## src/hw/lsrc_pkg.sv

```systemverilog
// Constants, register map and state codes for the logon and sync retry control block
package lsrc_pkg;

  localparam int TMR_W = 32;
  localparam int NUM_TMR = 4;
  localparam int T_CONT = 0;
  localparam int T_BACK = 1;
  localparam int T_SYNC = 2;
  localparam int NUM_SYNC = 2;

  localparam logic [5:0] OFS_CTRL = 6'h00;
  localparam logic [5:0] OFS_STATUS = 6'h04;
  localparam logic [5:0] OFS_MASK = 6'h08;
  localparam logic [5:0] OFS_SFLABEL = 6'h0C;
  localparam logic [5:0] OFS_CONT_WAIT = 6'h10;
  localparam logic [5:0] OFS_CONT_LIMIT = 6'h14;
  localparam logic [5:0] OFS_BACKOFF = 6'h18;
  localparam logic [5:0] OFS_COARSE_WAIT = 6'h1C;
  localparam logic [5:0] OFS_FINE_WAIT = 6'h20;
  localparam logic [5:0] OFS_LOSS_LIMITS = 6'h24;
  localparam logic [5:0] OFS_COUNTS = 6'h28;

  localparam int CTRL_EN = 0;
  localparam int CTRL_GO = 1;

  localparam int STAT_W = 7;
  localparam int ST_COLLIDE = 0;
  localparam int ST_ABANDON = 1;
  localparam int ST_LOGON_OK = 2;
  localparam int ST_COARSE_FAIL = 3;
  localparam int ST_FINE_FAIL = 4;
  localparam int ST_STANDBY = 5;
  localparam int ST_DESC = 6;

  localparam int CNT_ATT_LSB = 0;
  localparam int CNT_COARSE_LSB = 8;
  localparam int CNT_FINE_LSB = 16;
  localparam int CNT_STATE_LSB = 24;
  localparam int LIM_FINE_LSB = 8;

  localparam int BUF_BYTES = 10;
  localparam logic [7:0] CONT_BODY = 8'h0A;
  localparam logic [7:0] CORR_BODY = 8'h0A;
  localparam int CONT_LABEL_IDX = 0;
  localparam int CONT_WAIT_IDX = 1;
  localparam int CONT_LIMIT_IDX = 5;
  localparam int CONT_BACKOFF_IDX = 6;
  localparam int CORR_CWAIT_IDX = 0;
  localparam int CORR_FWAIT_IDX = 4;
  localparam int CORR_CLIM_IDX = 8;
  localparam int CORR_FLIM_IDX = 9;

  localparam logic [31:0] RST_WAIT = 32'hFFFF_FFFF;
  localparam logic [31:0] RST_BACKOFF = 32'h0000_0000;
  localparam logic [7:0] RST_LIMIT = 8'h01;
  localparam logic [7:0] RST_SFLABEL = 8'h00;
  localparam logic [31:0] LFSR_SEED = 32'h1357_9BDF;
  localparam logic [31:0] LFSR_TAPS = 32'h8020_0003;

  typedef enum logic [3:0] {
    LG_IDLE = 4'b0001,
    LG_SEND = 4'b0010,
    LG_WAIT = 4'b0100,
    LG_BACKOFF = 4'b1000
  } lsrc_logon_e;

  typedef enum logic [2:0] {
    PS_KIND = 3'b001,
    PS_LEN = 3'b010,
    PS_BODY = 3'b100
  } lsrc_parse_e;

endpackage

```

## src/hw/lsrc_timer_if.sv

```systemverilog
// Handshake between the control block and one reply or backoff timer
`timescale 1ns/1ps
interface lsrc_timer_if;
  logic start;
  logic cancel;
  logic tick;
  logic [lsrc_pkg::TMR_W-1:0] limit;
  logic expire;
  logic busy;
  modport ctl (output start, output cancel, output tick, output limit, input expire, input busy);
  modport tmr (input start, input cancel, input tick, input limit, output expire, output busy);
endinterface

```

## src/hw/lsrc_reply_timer.sv

```systemverilog
// Interval timer counting PCR ticks up to a limit latched at start
`timescale 1ns/1ps
module lsrc_reply_timer (
  input wire logic mclk,
  input wire logic srst,
  lsrc_timer_if.tmr tif
);
  logic [lsrc_pkg::TMR_W-1:0] count;
  logic [lsrc_pkg::TMR_W-1:0] lim;
  logic busy;
  logic expire;
  wire reached = busy & (count >= lim);

  assign tif.busy = busy;
  assign tif.expire = expire;

  // Limit latched so a later descriptor cannot stretch a running wait
  always_ff @(posedge mclk)
  begin
    if (srst)
    begin
      busy <= 1'b0;
      count <= '0;
      lim <= '0;
      expire <= 1'b0;
    end
    else
    begin
      expire <= reached & ~tif.start & ~tif.cancel;
      if (tif.start)
      begin
        busy <= 1'b1;
        count <= '0;
        lim <= tif.limit;
      end
      else if (tif.cancel | reached)
        busy <= 1'b0;
      else if (busy & tif.tick)
        count <= count + {{(lsrc_pkg::TMR_W - 1){1'b0}}, 1'b1};
    end
  end
endmodule

```

## src/hw/lsrc_top.sv

```systemverilog
// Descriptor parser, logon retry and sync loss control with Avalon-MM registers
//
// Decided for this implementation: the register addresses and register access over Avalon-MM.
`timescale 1ns/1ps
// Overview of operation
// Every descriptor opens with a kind byte and a byte count of the payload after the count.
// The contention payload is label, 32-bit reply wait, 8-bit attempt limit, 32-bit backoff, for the label only.
// The contention reply wait runs in PCR ticks from the last logon burst and its expiry means a collision.
// Failed logon attempts are counted and the logon is abandoned when the count reaches the attempt limit.
// The backoff ceiling bounds, in PCR ticks, the gap from reply wait expiry to the next logon burst.
// After an expiry below the limit a random wait from 0 to the ceiling precedes a new logon burst.
// The sender places reserved bits ahead of information bits and drives them to zero when not encrypted.
// The correction payload is coarse wait, fine wait, coarse loss limit, fine loss limit, with no label.
// The coarse reply wait runs after each coarse burst and its expiry marks that burst failed.
// The fine reply wait runs after each fine burst and its expiry marks that burst failed.
// Consecutive coarse failures are counted and reaching the coarse limit sends the terminal to stand-by.
// Consecutive fine failures are counted and reaching the fine limit sends the terminal to stand-by.
// Reserved bit values in received descriptors are ignored.
// A correction inside its reply wait clears that loss counter.
// A descriptor of unknown kind is skipped by its byte count.
module lsrc_top #(
  parameter logic [7:0] CONT_KIND = 8'hC1,
  parameter logic [7:0] CORR_KIND = 8'hC2
) (
  input wire logic mclk,
  input wire logic srst,
  input wire logic [5:0] avs_address,
  input wire logic avs_read,
  input wire logic avs_write,
  input wire logic [31:0] avs_writedata,
  input wire logic [3:0] avs_byteenable,
  output logic [31:0] avs_readdata,
  output logic avs_waitrequest,
  input wire logic desc_restart,
  input wire logic desc_valid,
  input wire logic [7:0] desc_byte,
  input wire logic pcr_tick,
  input wire logic logon_burst_sent,
  input wire logic logon_reply,
  input wire logic coarse_burst_sent,
  input wire logic coarse_correction,
  input wire logic fine_burst_sent,
  input wire logic fine_correction,
  output logic logon_burst_req,
  output logic logon_abandon,
  output logic standby_req,
  output logic irq
);
  lsrc_timer_if tif[lsrc_pkg::NUM_TMR] ();

  logic ctrl_en;
  logic [lsrc_pkg::STAT_W-1:0] status;
  logic [lsrc_pkg::STAT_W-1:0] mask;
  logic [7:0] sf_label;
  logic [31:0] cont_wait;
  logic [7:0] cont_limit;
  logic [31:0] backoff_ceiling;
  logic [31:0] sync_wait [lsrc_pkg::NUM_SYNC];
  logic [7:0] loss_limit [lsrc_pkg::NUM_SYNC];
  logic [7:0] loss_count [lsrc_pkg::NUM_SYNC];
  logic [7:0] attempts;
  logic [31:0] lfsr;
  lsrc_pkg::lsrc_logon_e lg_state;
  lsrc_pkg::lsrc_logon_e next_lg_state;
  lsrc_pkg::lsrc_parse_e ps_state;
  logic [7:0] kind;
  logic [7:0] len;
  logic [7:0] idx;
  logic [7:0] body_buf [lsrc_pkg::BUF_BYTES];
  logic done_q;
  logic [7:0] done_kind;
  logic [7:0] done_len;

  // Bus decode
  wire bus_req = avs_read | avs_write;
  wire wr_en = avs_write & ~avs_waitrequest;
  wire [31:0] wmask = {{8{avs_byteenable[3]}}, {8{avs_byteenable[2]}}, {8{avs_byteenable[1]}}, {8{avs_byteenable[0]}}};
  wire [31:0] wbits = avs_writedata & wmask;
  wire sel_ctrl = avs_address == lsrc_pkg::OFS_CTRL;
  wire sel_status = avs_address == lsrc_pkg::OFS_STATUS;
  wire sel_mask = avs_address == lsrc_pkg::OFS_MASK;
  wire sel_sflabel = avs_address == lsrc_pkg::OFS_SFLABEL;
  wire sel_cont_wait = avs_address == lsrc_pkg::OFS_CONT_WAIT;
  wire sel_cont_limit = avs_address == lsrc_pkg::OFS_CONT_LIMIT;
  wire sel_backoff = avs_address == lsrc_pkg::OFS_BACKOFF;
  wire sel_coarse_wait = avs_address == lsrc_pkg::OFS_COARSE_WAIT;
  wire sel_fine_wait = avs_address == lsrc_pkg::OFS_FINE_WAIT;
  wire sel_loss_limits = avs_address == lsrc_pkg::OFS_LOSS_LIMITS;
  wire sel_counts = avs_address == lsrc_pkg::OFS_COUNTS;
  wire logon_go = wr_en & sel_ctrl & wbits[lsrc_pkg::CTRL_GO] & ctrl_en;
  wire [lsrc_pkg::STAT_W-1:0] status_clr = (wr_en & sel_status) ? wbits[lsrc_pkg::STAT_W-1:0] : '0;

  wire [31:0] counts_word = {4'h0, lg_state, loss_count[1], loss_count[0], attempts};
  wire [31:0] limits_word = {16'h0000, loss_limit[1], loss_limit[0]};
  // Unmapped offsets read as zero
  wire [31:0] rd_mux =
    sel_ctrl ? {31'h0000_0000, ctrl_en} :
    sel_status ? {{(32 - lsrc_pkg::STAT_W){1'b0}}, status} :
    sel_mask ? {{(32 - lsrc_pkg::STAT_W){1'b0}}, mask} :
    sel_sflabel ? {24'h00_0000, sf_label} :
    sel_cont_wait ? cont_wait :
    sel_cont_limit ? {24'h00_0000, cont_limit} :
    sel_backoff ? backoff_ceiling :
    sel_coarse_wait ? sync_wait[0] :
    sel_fine_wait ? sync_wait[1] :
    sel_loss_limits ? limits_word :
    sel_counts ? counts_word : 32'h0000_0000;

  // One wait cycle per access keeps the read mux off the bus timing path
  always_ff @(posedge mclk)
  begin
    if (srst)
    begin
      avs_waitrequest <= 1'b1;
      avs_readdata <= 32'h0000_0000;
    end
    else
    begin
      avs_waitrequest <= ~(bus_req & avs_waitrequest);
      if (avs_read & avs_waitrequest)
        avs_readdata <= rd_mux;
    end
  end

  always_ff @(posedge mclk)
  begin
    if (srst)
    begin
      ctrl_en <= 1'b0;
      mask <= '0;
      sf_label <= lsrc_pkg::RST_SFLABEL;
    end
    else if (wr_en)
    begin
      if (sel_ctrl & avs_byteenable[0])
        ctrl_en <= avs_writedata[lsrc_pkg::CTRL_EN];
      if (sel_mask)
        mask <= (mask & ~wmask[lsrc_pkg::STAT_W-1:0]) | wbits[lsrc_pkg::STAT_W-1:0];
      if (sel_sflabel & avs_byteenable[0])
        sf_label <= avs_writedata[7:0];
    end
  end

  // Descriptor parser
  wire body_last = (ps_state == lsrc_pkg::PS_BODY) & (8'(idx + 8'h01) == len);
  always_ff @(posedge mclk)
  begin
    if (srst)
    begin
      ps_state <= lsrc_pkg::PS_KIND;
      kind <= 8'h00;
      len <= 8'h00;
      idx <= 8'h00;
    end
    else if (desc_restart)
      ps_state <= lsrc_pkg::PS_KIND;
    else if (desc_valid)
    begin
      // Kind then count
      unique case (ps_state)
        lsrc_pkg::PS_KIND:
        begin
          kind <= desc_byte;
          ps_state <= lsrc_pkg::PS_LEN;
        end
        lsrc_pkg::PS_LEN:
        begin
          len <= desc_byte;
          idx <= 8'h00;
          ps_state <= (desc_byte == 8'h00) ? lsrc_pkg::PS_KIND : lsrc_pkg::PS_BODY;
        end
        lsrc_pkg::PS_BODY:
        begin
          // Skip by count
          idx <= 8'(idx + 8'h01);
          if (body_last)
            ps_state <= lsrc_pkg::PS_KIND;
        end
      endcase
    end
  end

  // Bytes past the known payload are dropped, so longer descriptors still parse
  always_ff @(posedge mclk)
  begin
    if (desc_valid & ~desc_restart & (ps_state == lsrc_pkg::PS_BODY) & (idx < 8'(lsrc_pkg::BUF_BYTES)))
      body_buf[idx[3:0]] <= desc_byte;
  end

  always_ff @(posedge mclk)
  begin
    if (srst)
    begin
      done_q <= 1'b0;
      done_kind <= 8'h00;
      done_len <= 8'h00;
    end
    else
    begin
      done_q <= desc_valid & ~desc_restart & body_last;
      done_kind <= kind;
      done_len <= len;
    end
  end

  function automatic logic [31:0] get32(input int i);
    get32 = {body_buf[i], body_buf[i + 1], body_buf[i + 2], body_buf[i + 3]};
  endfunction

  // Whole-byte fields only, reserved bits never examined
  wire [7:0] f_label = body_buf[lsrc_pkg::CONT_LABEL_IDX];
  // Contention fields for own superframe
  wire cont_take = done_q & (done_kind == CONT_KIND) & (done_len >= lsrc_pkg::CONT_BODY) & (f_label == sf_label);
  // Correction fields, unlabelled
  wire corr_take = done_q & (done_kind == CORR_KIND) & (done_len >= lsrc_pkg::CORR_BODY);

  always_ff @(posedge mclk)
  begin
    if (srst)
    begin
      cont_wait <= lsrc_pkg::RST_WAIT;
      cont_limit <= lsrc_pkg::RST_LIMIT;
      backoff_ceiling <= lsrc_pkg::RST_BACKOFF;
      sync_wait[0] <= lsrc_pkg::RST_WAIT;
      sync_wait[1] <= lsrc_pkg::RST_WAIT;
      loss_limit[0] <= lsrc_pkg::RST_LIMIT;
      loss_limit[1] <= lsrc_pkg::RST_LIMIT;
    end
    else
    begin
      if (cont_take)
      begin
        cont_wait <= get32(lsrc_pkg::CONT_WAIT_IDX);
        cont_limit <= body_buf[lsrc_pkg::CONT_LIMIT_IDX];
        backoff_ceiling <= get32(lsrc_pkg::CONT_BACKOFF_IDX);
      end
      if (corr_take)
      begin
        sync_wait[0] <= get32(lsrc_pkg::CORR_CWAIT_IDX);
        sync_wait[1] <= get32(lsrc_pkg::CORR_FWAIT_IDX);
        loss_limit[0] <= body_buf[lsrc_pkg::CORR_CLIM_IDX];
        loss_limit[1] <= body_buf[lsrc_pkg::CORR_FLIM_IDX];
      end
    end
  end

  // Timers
  genvar t;
  generate
    for (t = 0; t < lsrc_pkg::NUM_TMR; t++)
    begin : g_tmr
      assign tif[t].tick = pcr_tick;
      lsrc_reply_timer u_tmr (
        .mclk(mclk),
        .srst(srst),
        .tif(tif[t])
      );
    end
  endgenerate

  // Logon retry
  wire cont_expire = tif[lsrc_pkg::T_CONT].expire;
  wire back_expire = tif[lsrc_pkg::T_BACK].expire;
  wire in_wait = lg_state == lsrc_pkg::LG_WAIT;
  wire logon_ok = in_wait & logon_reply & ctrl_en;
  wire collide = in_wait & cont_expire & ~logon_reply & ctrl_en;
  // Limit reached on this failure
  wire att_hit = ({1'b0, attempts} + 9'h001) >= {1'b0, cont_limit};
  wire abandon = collide & att_hit;

  always_comb
  begin
    next_lg_state = lg_state;
    if (~ctrl_en)
      next_lg_state = lsrc_pkg::LG_IDLE;
    else
    begin
      unique case (lg_state)
        lsrc_pkg::LG_IDLE:
          if (logon_go)
            next_lg_state = lsrc_pkg::LG_SEND;
        lsrc_pkg::LG_SEND:
          if (logon_burst_sent)
            next_lg_state = lsrc_pkg::LG_WAIT;
        lsrc_pkg::LG_WAIT:
          if (logon_ok | abandon)
            next_lg_state = lsrc_pkg::LG_IDLE;
          else if (collide)
            next_lg_state = lsrc_pkg::LG_BACKOFF;
        lsrc_pkg::LG_BACKOFF:
          if (back_expire)
            next_lg_state = lsrc_pkg::LG_SEND;
      endcase
    end
  end

  // Reply wait from each logon burst
  assign tif[lsrc_pkg::T_CONT].start = ctrl_en & (lg_state == lsrc_pkg::LG_SEND) & logon_burst_sent;
  assign tif[lsrc_pkg::T_CONT].cancel = logon_ok | ~ctrl_en;
  assign tif[lsrc_pkg::T_CONT].limit = cont_wait;
  // Backoff from expiry to next burst
  // Random draw within the ceiling
  assign tif[lsrc_pkg::T_BACK].start = collide & ~att_hit;
  assign tif[lsrc_pkg::T_BACK].cancel = ~ctrl_en;
  assign tif[lsrc_pkg::T_BACK].limit = lfsr & backoff_ceiling;

  // Masking keeps the draw bounded without a divider, at some cost in uniformity
  always_ff @(posedge mclk)
  begin
    if (srst)
      lfsr <= lsrc_pkg::LFSR_SEED;
    else
      lfsr <= lfsr[0] ? ((lfsr >> 1) ^ lsrc_pkg::LFSR_TAPS) : (lfsr >> 1);
  end

  always_ff @(posedge mclk)
  begin
    if (srst)
    begin
      lg_state <= lsrc_pkg::LG_IDLE;
      attempts <= 8'h00;
      logon_burst_req <= 1'b0;
      logon_abandon <= 1'b0;
    end
    else
    begin
      lg_state <= next_lg_state;
      logon_burst_req <= (next_lg_state == lsrc_pkg::LG_SEND) & (lg_state != lsrc_pkg::LG_SEND);
      logon_abandon <= abandon;
      // Count failed attempts
      if (logon_go)
        attempts <= 8'h00;
      else if (collide)
        attempts <= 8'(attempts + 8'h01);
    end
  end

  // Coarse and fine sync loss tracking
  wire [1:0] sync_sent = {fine_burst_sent, coarse_burst_sent};
  wire [1:0] sync_corr = {fine_correction, coarse_correction};
  logic [1:0] sync_fail;
  logic [1:0] sync_drop;
  genvar g;
  generate
    for (g = 0; g < lsrc_pkg::NUM_SYNC; g++)
    begin : g_sync
      wire corr_hit = sync_corr[g] & tif[lsrc_pkg::T_SYNC + g].busy;
      wire lim_hit = ({1'b0, loss_count[g]} + 9'h001) >= {1'b0, loss_limit[g]};
      // Coarse wait per burst
      // Fine wait per burst
      assign tif[lsrc_pkg::T_SYNC + g].start = ctrl_en & sync_sent[g];
      assign tif[lsrc_pkg::T_SYNC + g].cancel = corr_hit | ~ctrl_en;
      assign tif[lsrc_pkg::T_SYNC + g].limit = sync_wait[g];
      assign sync_fail[g] = tif[lsrc_pkg::T_SYNC + g].expire & ~sync_corr[g];
      assign sync_drop[g] = sync_fail[g] & lim_hit;
      always_ff @(posedge mclk)
      begin
        if (srst)
          loss_count[g] <= 8'h00;
        // Timely correction clears
        else if (corr_hit | ~ctrl_en)
          loss_count[g] <= 8'h00;
        // Consecutive loss count
        else if (sync_fail[g])
          loss_count[g] <= lim_hit ? 8'h00 : 8'(loss_count[g] + 8'h01);
      end
    end
  endgenerate

  // Status: a new event beats a same-cycle clear
  wire [lsrc_pkg::STAT_W-1:0] events = {cont_take | corr_take, |sync_drop, sync_fail[1], sync_fail[0], logon_ok,
    abandon, collide};
  wire [lsrc_pkg::STAT_W-1:0] next_status = (status & ~status_clr) | events;

  always_ff @(posedge mclk)
  begin
    if (srst)
    begin
      status <= '0;
      irq <= 1'b0;
      standby_req <= 1'b0;
    end
    else
    begin
      status <= next_status;
      irq <= |(next_status & mask);
      // Back to stand-by
      standby_req <= |sync_drop;
    end
  end
endmodule

```

## config.mk

```make
export PLATFORM = sky130hd
export DESIGN_NAME = lsrc_top
export DESIGN_NICKNAME = d
export VERILOG_FILES = /design/src/hw/lsrc_pkg.sv /design/src/hw/lsrc_timer_if.sv /design/src/hw/lsrc_reply_timer.sv /design/src/hw/lsrc_top.sv
export SDC_FILE = /design/constraint.sdc
export NUM_CORES = 1
export LEC_CHECK = 0
export ABC_AREA = 1
export ABC_CLOCK_PERIOD_IN_PS = 3360
export BUFFER_PORTS_ARGS = -buffer_cell sky130_fd_sc_hd__clkbuf_2
export CORE_MARGIN = 10
export CORE_UTILIZATION = 60
export CTS_CLUSTER_SIZE = 28
export DETAILED_ROUTE_END_ITERATION = 7
export GPL_TIMING_DRIVEN = 0
export PLACE_DENSITY = 0.8
export SLEW_MARGIN = 40
export SYNTH_ARGS = -nofsm -noshare
export SYNTH_HDL_FRONTEND = slang
export SYNTH_SLANG_ARGS = --single-unit
export TNS_END_PERCENT = 20
```

## constraint.sdc

```tcl
create_clock -name mclk -period 3.36 [get_ports mclk]
set_input_delay 0.168 -clock mclk [delete_from_list [all_inputs] [get_ports mclk]]
set_output_delay 0.168 -clock mclk [all_outputs]
set_load 0.1 [all_outputs]
```

==> results of run 1 <==
final timing paths:
check	slack, ns	from	cells after the start	end
hold / removal	0.06	logon_reply	3	status[2]$_SDFF_PP0_
setup / recovery	0.22	attempts[0]$_SDFFE_PP0P_	14	g_tmr[1].u_tmr.tif.expire$_SDFF_PP0_
setup reg to reg	0.22	attempts[0]$_SDFFE_PP0P_	14	g_tmr[1].u_tmr.tif.expire$_SDFF_PP0_
hold reg to reg	0.42	lfsr[14]$_SDFF_PP0_	2	lfsr[13]$_SDFF_PP0_
cell families (layout without fill, tap and decap cells):
logic type,count (synthesis),count (layout),synth area share [%]
simple gates,1639,1639,21.9
compound gates,873,873,14.1
buf+inv,676,894,8.16
flops,659,659,46.0
fa+ha+maj,163,163,6.27
xor+xnor,133,133,3.58
other cells,0,3,0
power breakdown:
group / internal [uW] / switching, uW
clock network: 4650 / 3390
logic: 137 / 516
registers: 8190 / 26.1
total: 13000 / 3930
per-layer routing:
layer / vias up / global-route usage, % / part of all wire [%]
met2: 1558 / 53.5 / 46
met3: 321 / 6.36 / 9.7
met4: 2 / 14.7 / 5.1
li1: 14100 / - / -
met5: - / 0 / 0.012
met1: 13800 / 41.3 / 39
synthesized netlist by cell type, types with 2 or more instances:
library cell  number  share of area, %
xor2_1            88               2.4
nor3_1            85               1.3
nand2_2            6              0.12
clkbuf_1         111               1.3
clkbuf_2           7              0.11
o211ai_1          43              0.99
nand4_1           66               1.3
buf_4              7              0.16
buf_2             47              0.72
buf_6              3              0.10
dfxtp_1          483                30
o21a_1             3             0.069
o22ai_1           32              0.62
nand3_2            5              0.15
nor2_2             6              0.12
clkinv_1           7             0.081
o21ai_0          333               5.1
nor4_1             7              0.13
or2_2             30              0.58
o2111ai_1          4              0.11
a211oi_1           2             0.046
nor2_4             6              0.21
nor3_2             4              0.12
nand3_1          269               4.1
inv_1            477               5.5
ha_1             163               6.3
a21o_1             9              0.21
buf_1              5             0.058
or2_1              6              0.12
nand2_1          788               9.1
nand3b_1           8              0.18
a21oi_1          428               6.6
o21bai_1           3             0.069
nor2_1           339               3.9
or4_1              2             0.046
edfxtp_1         176                16
inv_2             12              0.14
o21ai_1           10              0.15
xnor2_1           45               1.2
nor3b_1            2             0.046
nand2_4            2             0.069
state kept, by name, indices dropped and copies added, names as in the netlist, 16 cells and up, named ones only:
signal	count
g_tmr.u_tmr.count	128
g_tmr.u_tmr.lim	128
body_buf	80
sync_wait	64
avs_readdata	32
backoff_ceiling	32
cont_wait	32
lfsr	32
loss_count	16
loss_limit	16
worst reg2reg max path, stage by stage (launching register included):
cell and delay (ns):
dfxtp_1 0.46, inv_1 0.12, nor3_2 0.24, nand3_1 0.15
nand3b_1 0.20, xor2_1 0.19, inv_1 0.06, ha_1 0.31
nand2_1 0.06, nor2_1 0.21, nand3b_1 0.20, nand4_4 0.22
nand2_2 0.19, buf_2 0.24, nor2_1 0.19
layout by cell type, fill, tap and decap left out, drive strengths merged, types with 3 or more instances in the layout:
| master | n |
|---|---|
| nor3b | 3 |
| dlygate4sd3 | 16 |
| xor2 | 88 |
| inv | 495 |
| o22ai | 32 |
| or2 | 36 |
| bufinv | 5 |
| buf | 64 |
| nand3b | 8 |
| xnor2 | 45 |
| diode | 3 |
| nor3 | 89 |
| o21a | 3 |
| a21oi | 429 |
| nor2 | 351 |
| o211ai | 43 |
| clkbuf | 289 |
| o2111ai | 4 |
| edfxtp | 176 |
| nand2 | 796 |
| dfxtp | 483 |
| o21ai | 344 |
| nor4 | 8 |
| ha | 163 |
| clkinv | 23 |
| a21o | 9 |
| nand3 | 275 |
| nand4 | 67 |
| o21bai | 3 |
layout make-up:
cell class / instances / share of cell area, %
diodes: 3 / 0.0206
clock buffers: 100 / 5.58
clock inverters: 29 / 0.963
inverters: 496 / 5.12
flip-flops and latches: 659 / 41.1
multi-input cells: 2808 / 41.1
well taps: 696 / 2.39
plain buffers: 180 / 2.20
repair buffers: 89 / 1.50
metrics by stage:
| step | worst slack (ns) | power (uW) | setup TNS (ns) | util (%) | instances |
|---|---|---|---|---|---|
| after CTS | 0.145 | 16900 | 0 | 67.7 | 5057 |
| after floorplan | 0.308 | 8730 | 0 | - | 4143 |
| after detailed placement | 0.201 | 9000 | 0 | 63.0 | 4912 |
| after global routing | 0.000683 | 17200 | 0 | 67.7 | 5057 |
| after global placement | -2.02 | 8990 | -160.70 | 62.9 | 4910 |
| final | 0.222 | 16900 | 0 | 67.7 | 5060 |
what timing repair did:
action	in CTS	in global routing
endpoints found under the hold margin	29	0
hold buffers	16	0
gates resized for setup	0	2
setup endpoints to repair	0	43
==> impl_metrics.toml, run 1 <==
[place]
gp_congestion = 1.02
portBuffers = 71
postPlaceCellArea_mm2 = 0.0338
hpwl_um = 80900

[synth]
synth_edf_count = 176
ys_seq_area_share_pct = 46.0
synthArstFlopShare_pct = 0
synth.distinct_cells = 55
netlist_instances = 4143
yosysWarnings = 0
ys_ff_latch = 659
syn_area_mm2 = 0.0325
synth_nets = 4369
yosys_most_used_dff = "dfxtp_1"
syn-mean-instance-area_um2 = 7.85

[global_routing]
antenna_found_initial = 5
grt_max_degree = 43
grt-ovfl-total = 0
grt_pass1_wl_um = 160000
grt_usage_pct = 32.7
grt_pass1_vias = 27500

[worst_setup_path]
cp_cell_sequence = "inv_1, nor3_2, nand3_1, nand3b_1, xor2_1, inv_1, ha_1, nand2_1, nor2_1, nand3b_1, nand4_4, nand2_2, buf_2, nor2_1"
crit_type = "flop to flop"
setup.worst_path.start_class = "flop"
critical_path.endpoint_type = "flop"
crit_arrival_ns = 3.68
timing.critical_path.required_ns = 3.90
crit_fanout = 10
critPathTopFamily = "simple AND/OR/NAND/NOR gates"
cp_slowest_cell = "dfxtp_1"
critPathMaxStageDelay_ns = 0.46
critPathBufInv = 3

[power_and_ir_drop]
power.density_mw_per_mm2 = 465
peakVddDrop_v = 0.000522
cellLeakagePower_uw = 0.0148

[final_layout]
n_fill_cell = 4437
multi_input_area_mm2 = 0.0150
regArea_mm2 = 0.0150
final_nets = 4531
syn2layout_area_growth_pct = 11.8
final_area_mm2 = 0.0364
drive_above_1_share_pct = 7.73

[cts]
clock-sinks = 659
cts_tree = "done"
htree_levels = 3
clk_latency_ns = 0.63
path_clk_slew_ns = 0.06
clockBufferDepth = 3
cts_buffers = 71
clockRootBuffer = "clkbuf_16"
post_cts_buffers = 0

[drt]
via_per_inst = 5.89
dr_total_vias = 29800
drc = 0
drt_iter0_drc = 3270
antenna_left = 0
dr.pass1.iters = 6
post_drt_wl_per_cell_um = 21.1
routed_wl_um = 107000

[floorplan]
coreArea_mm2 = 0.0537
chipWidth_um = 253
rows = 85
ios = 100
die_y_um = 253
start_util_pct = 60.6
die_area_mm2 = 0.0639

[sta]
clock_skew_ns = 0.0325
worst_slew_pin_slew_ns = 0.977
finalHoldViolCount = 0
max-slew-margin-rel_pct = 34.8
timing.final.crit_share_pct = 93.4
report.final.slew_viol_count = 0
holdWs_ns = 0.0634
fin_crit_ns = 3.14
fmax_mhz = 319
finalSetupViolations = 0
rsz0062_at_grt = "false"

[status]
status = "finished, final reports clean"

[hold_path]
hold_path_class = "primary input to flop"

[run]
max-cap-violations = 0
(Power assumes the default switching activity.)
==> inputs of run 2 (changes only) <==
--- a/config.mk
+++ b/config.mk
@@ -17,5 +17,6 @@
 export SLEW_MARGIN = 40
 export SYNTH_ARGS = -nofsm -noshare
 export SYNTH_HDL_FRONTEND = slang
+export SYNTH_HIERARCHICAL = 1
 export SYNTH_SLANG_ARGS = --single-unit
 export TNS_END_PERCENT = 20
==> impl_metrics.toml, run 2 <==
[status]
status = "finished, final reports clean"

[synth]
syn-mean-instance-area_um2 = 7.46
syn_area_mm2 = 0.0334
synthArstFlopShare_pct = 0
synth.distinct_cells = 43
synth_edf_count = 176
yosysWarnings = 6
synth_nets = 4699
netlist_instances = 4473
synthTopCellsByCount = "nand2_1 (1,001), inv_1 (698), nor2_1 (487)"
synth.most_common_cell = "nand2_1"
synth_top_area_share_pct = 29.0
ys_seq_area_share_pct = 44.8
synth_area_leader_cell = "dfxtp_1"
yosys_most_used_dff = "dfxtp_1"
synth_area_leaders = "dfxtp_1 (29%), edfxtp_1 (16%), nand2_1 (11%)"
ys_ff_latch = 659

[sta]
fmax_mhz = 318
fin_crit_ns = 3.15
worst_slew_pin_slew_ns = 0.951
max-slew-margin-rel_pct = 36.6
report.final.slew_viol_count = 0
timing.final.crit_share_pct = 93.7
holdWs_ns = 0.0232
finalSetupViolations = 0
finalHoldViolCount = 0
final.setup.tns_ns = 0
clock_skew_ns = 0.0192
rsz0062_at_grt = "true"

[power_and_ir_drop]
cellLeakagePower_uw = 0.0160
peakVddDrop_v = 0.000431
power.density_mw_per_mm2 = 460

[final_layout]
final_area_mm2 = 0.0375
final_nets = 4864
drive_above_1_share_pct = 8.73
final_cell_mix = "nand2_1 (1,000), inv_1 (697), dfxtp_1 (482), nor2_1 (481), a21oi_1 (311)"
layout.cells.most_common = "nand2_1"
multi_input_area_mm2 = 0.0150
n_fill_cell = 4673
fin_util_pct = 68.0
regArea_mm2 = 0.0150
fin_cells = 5446
syn2layout_area_growth_pct = 12.3

[floorplan]
start_util_pct = 60.6
rows = 86
ios = 100
die_area_mm2 = 0.0654
chipWidth_um = 256
coreArea_mm2 = 0.0551
die_y_um = 256

[global_routing]
grt-ovfl-total = 0
grt_max_degree = 41
grt_pass1_vias = 28000
grt_pass1_wl_um = 157000
grt_usage_pct = 30.1
antenna_found_initial = 2

[worst_setup_path]
crit_fanout = 10
r2r_end = "g_tmr[1].u_tmr/lim[17]$_SDFFE_PP0P_"
reg2reg_depth = 19
r2r_start = "attempts[1]$_SDFFE_PP0P_"
timing.critical_path.required_ns = 3.84
crit_arrival_ns = 3.63
setup.worst_path.start_class = "flop"
crit_type = "flop to flop"
ff2ff_setup_slack_ns = 0.21
critical_path.endpoint_type = "flop"

[drt]
antenna_left = 0
post_drt_wl_per_cell_um = 18.7
dr.pass1.iters = 6
via_per_inst = 5.65
drt_iter0_drc = 3762
drc = 0
routed_wl_um = 102000
dr_total_vias = 30800

[cts]
clockRootBuffer = "clkbuf_16"
clockBufferDepth = 3
cts_tree = "done"
clk_latency_ns = 0.62
htree_levels = 3
clock-sinks = 659
cts_buffers = 72
path_clk_slew_ns = 0.06

[place]
placed_cells = 5296
gp_congestion = 1.04
hpwl_um = 76800
portBuffers = 72
postPlaceCellArea_mm2 = 0.0347

[hold_path]
hp-start = "fine_burst_sent"
min_to = "g_tmr[3].u_tmr/lim[0]$_SDFFE_PP0P_"
hold_path_class = "primary input to flop"
worstHoldPathCells = 5

[run]
max-cap-violations = 0
[run 2: cell types whose count changed in the layout (fill, tap and decap cells not counted), sizes merged, moves of 113 or more]
cell   before   now
inv       495   721
nand2     796  1019
nor2      351   528
o21ai     344   216
a21oi     429   311
nand4      67   180
[run 2: worst max-delay path by stage]
| stage | start | to | slack (ns) | cells past startpoint |
|---|---|---|---|---|
| 2_1_floorplan | srst | loss_limit[0][0]$_SDFFCE_PN1P_ | 0.40 | 4 |
| 3_3_place_gp | srst | sync_wait[0][9]$_SDFFCE_PN1P_ | -2.11 | 5 |
| 3_5_place_dp | attempts[0]$_SDFFE_PP0P_ | g_tmr[1].u_tmr/tif.expire$_SDFF_PP0_ | -0.20 | 18 |
| 4_1_cts | attempts[0]$_SDFFE_PP0P_ | g_tmr[1].u_tmr/count[7]$_SDFFE_PP0P_ | 0.006 | 19 |
| 5_1_grt | attempts[1]$_SDFFE_PP0P_ | g_tmr[1].u_tmr/lim[18]$_SDFFE_PP0P_ | -0.002 | 19 |
| 6_report | attempts[1]$_SDFFE_PP0P_ | g_tmr[1].u_tmr/lim[17]$_SDFFE_PP0P_ | 0.21 | 19 |
[run 2: repair_timing]
action / 4_1_cts / 5_1_grt
endpoints found under the hold margin: 30 / 0
buffers inserted: 0 / 0
hold buffers: 16 / 0
setup endpoints to repair: 30 / 90
resized for setup: 4 / 17
[run 2: area by class of cell]
class                      instances  area share, %
antenna                            1        0.00668
buffer                           167           1.98
clock buffer                     101           5.84
clock inverter                    32          0.948
inverter                         729           7.31
multi-input combinational       2918           40.0
sequential                       659           39.9
tap                              748           2.50
timing repair buffer              91           1.52
[run 2: layer usage]
metal	vias up	share of wire, %	track usage [%]	routed length, um
met5	-	0	0	0
met4	0	4.5	12.8	4620
met3	263	11	6.29	10700
met2	1490	42	45.1	43100
met1	14200	43	41.7	43500
li1	14900	-	-	-
[run 2: cell families after synthesis]
family,count (synthesis),share of synthesized area (%)
AO/OA/AOI/OAI,640,10.4
XOR/XNOR,20,0.525
adder cells (fa/ha/maj),163,6.11
buffers and inverters,896,10.4
flip-flops,659,44.8
AND/OR/NAND/NOR,2095,27.8
[run 2: power breakdown]
part           leakage, uW  total, uW  switching [uW]  internal, uW
clock network      0.00124       8400            3370          5040
logic              0.00938        605             466           139
registers          0.00541       8210            28.6          8190
[run 2: stage by stage]
stage | setup slack (ns) | power [uW]
after global placement | -2.11 | 8940
after global routing | -0.00229 | 17600
after floorplan | 0.396 | 8710
after detailed placement | -0.200 | 8950
final | 0.211 | 17200
after CTS | 0.00625 | 17200
[run 2: critical path, cell delays in order, from the launching register on]
cell and delay (ns):
dfxtp_1 0.43, ha_1 0.22, nand3_1 0.10, nor2_1 0.20
nand2_1 0.09, xor2_1 0.23, ha_1 0.29, nand2_1 0.07
inv_1 0.05, nand2_1 0.05, nor2_1 0.05, nand4_1 0.06
nand2_1 0.05, nor2_1 0.15, nand3_2 0.15, inv_2 0.14
clkinv_2 0.14, clkbuf_1 0.21, o21ai_0 0.25, a21oi_1 0.06
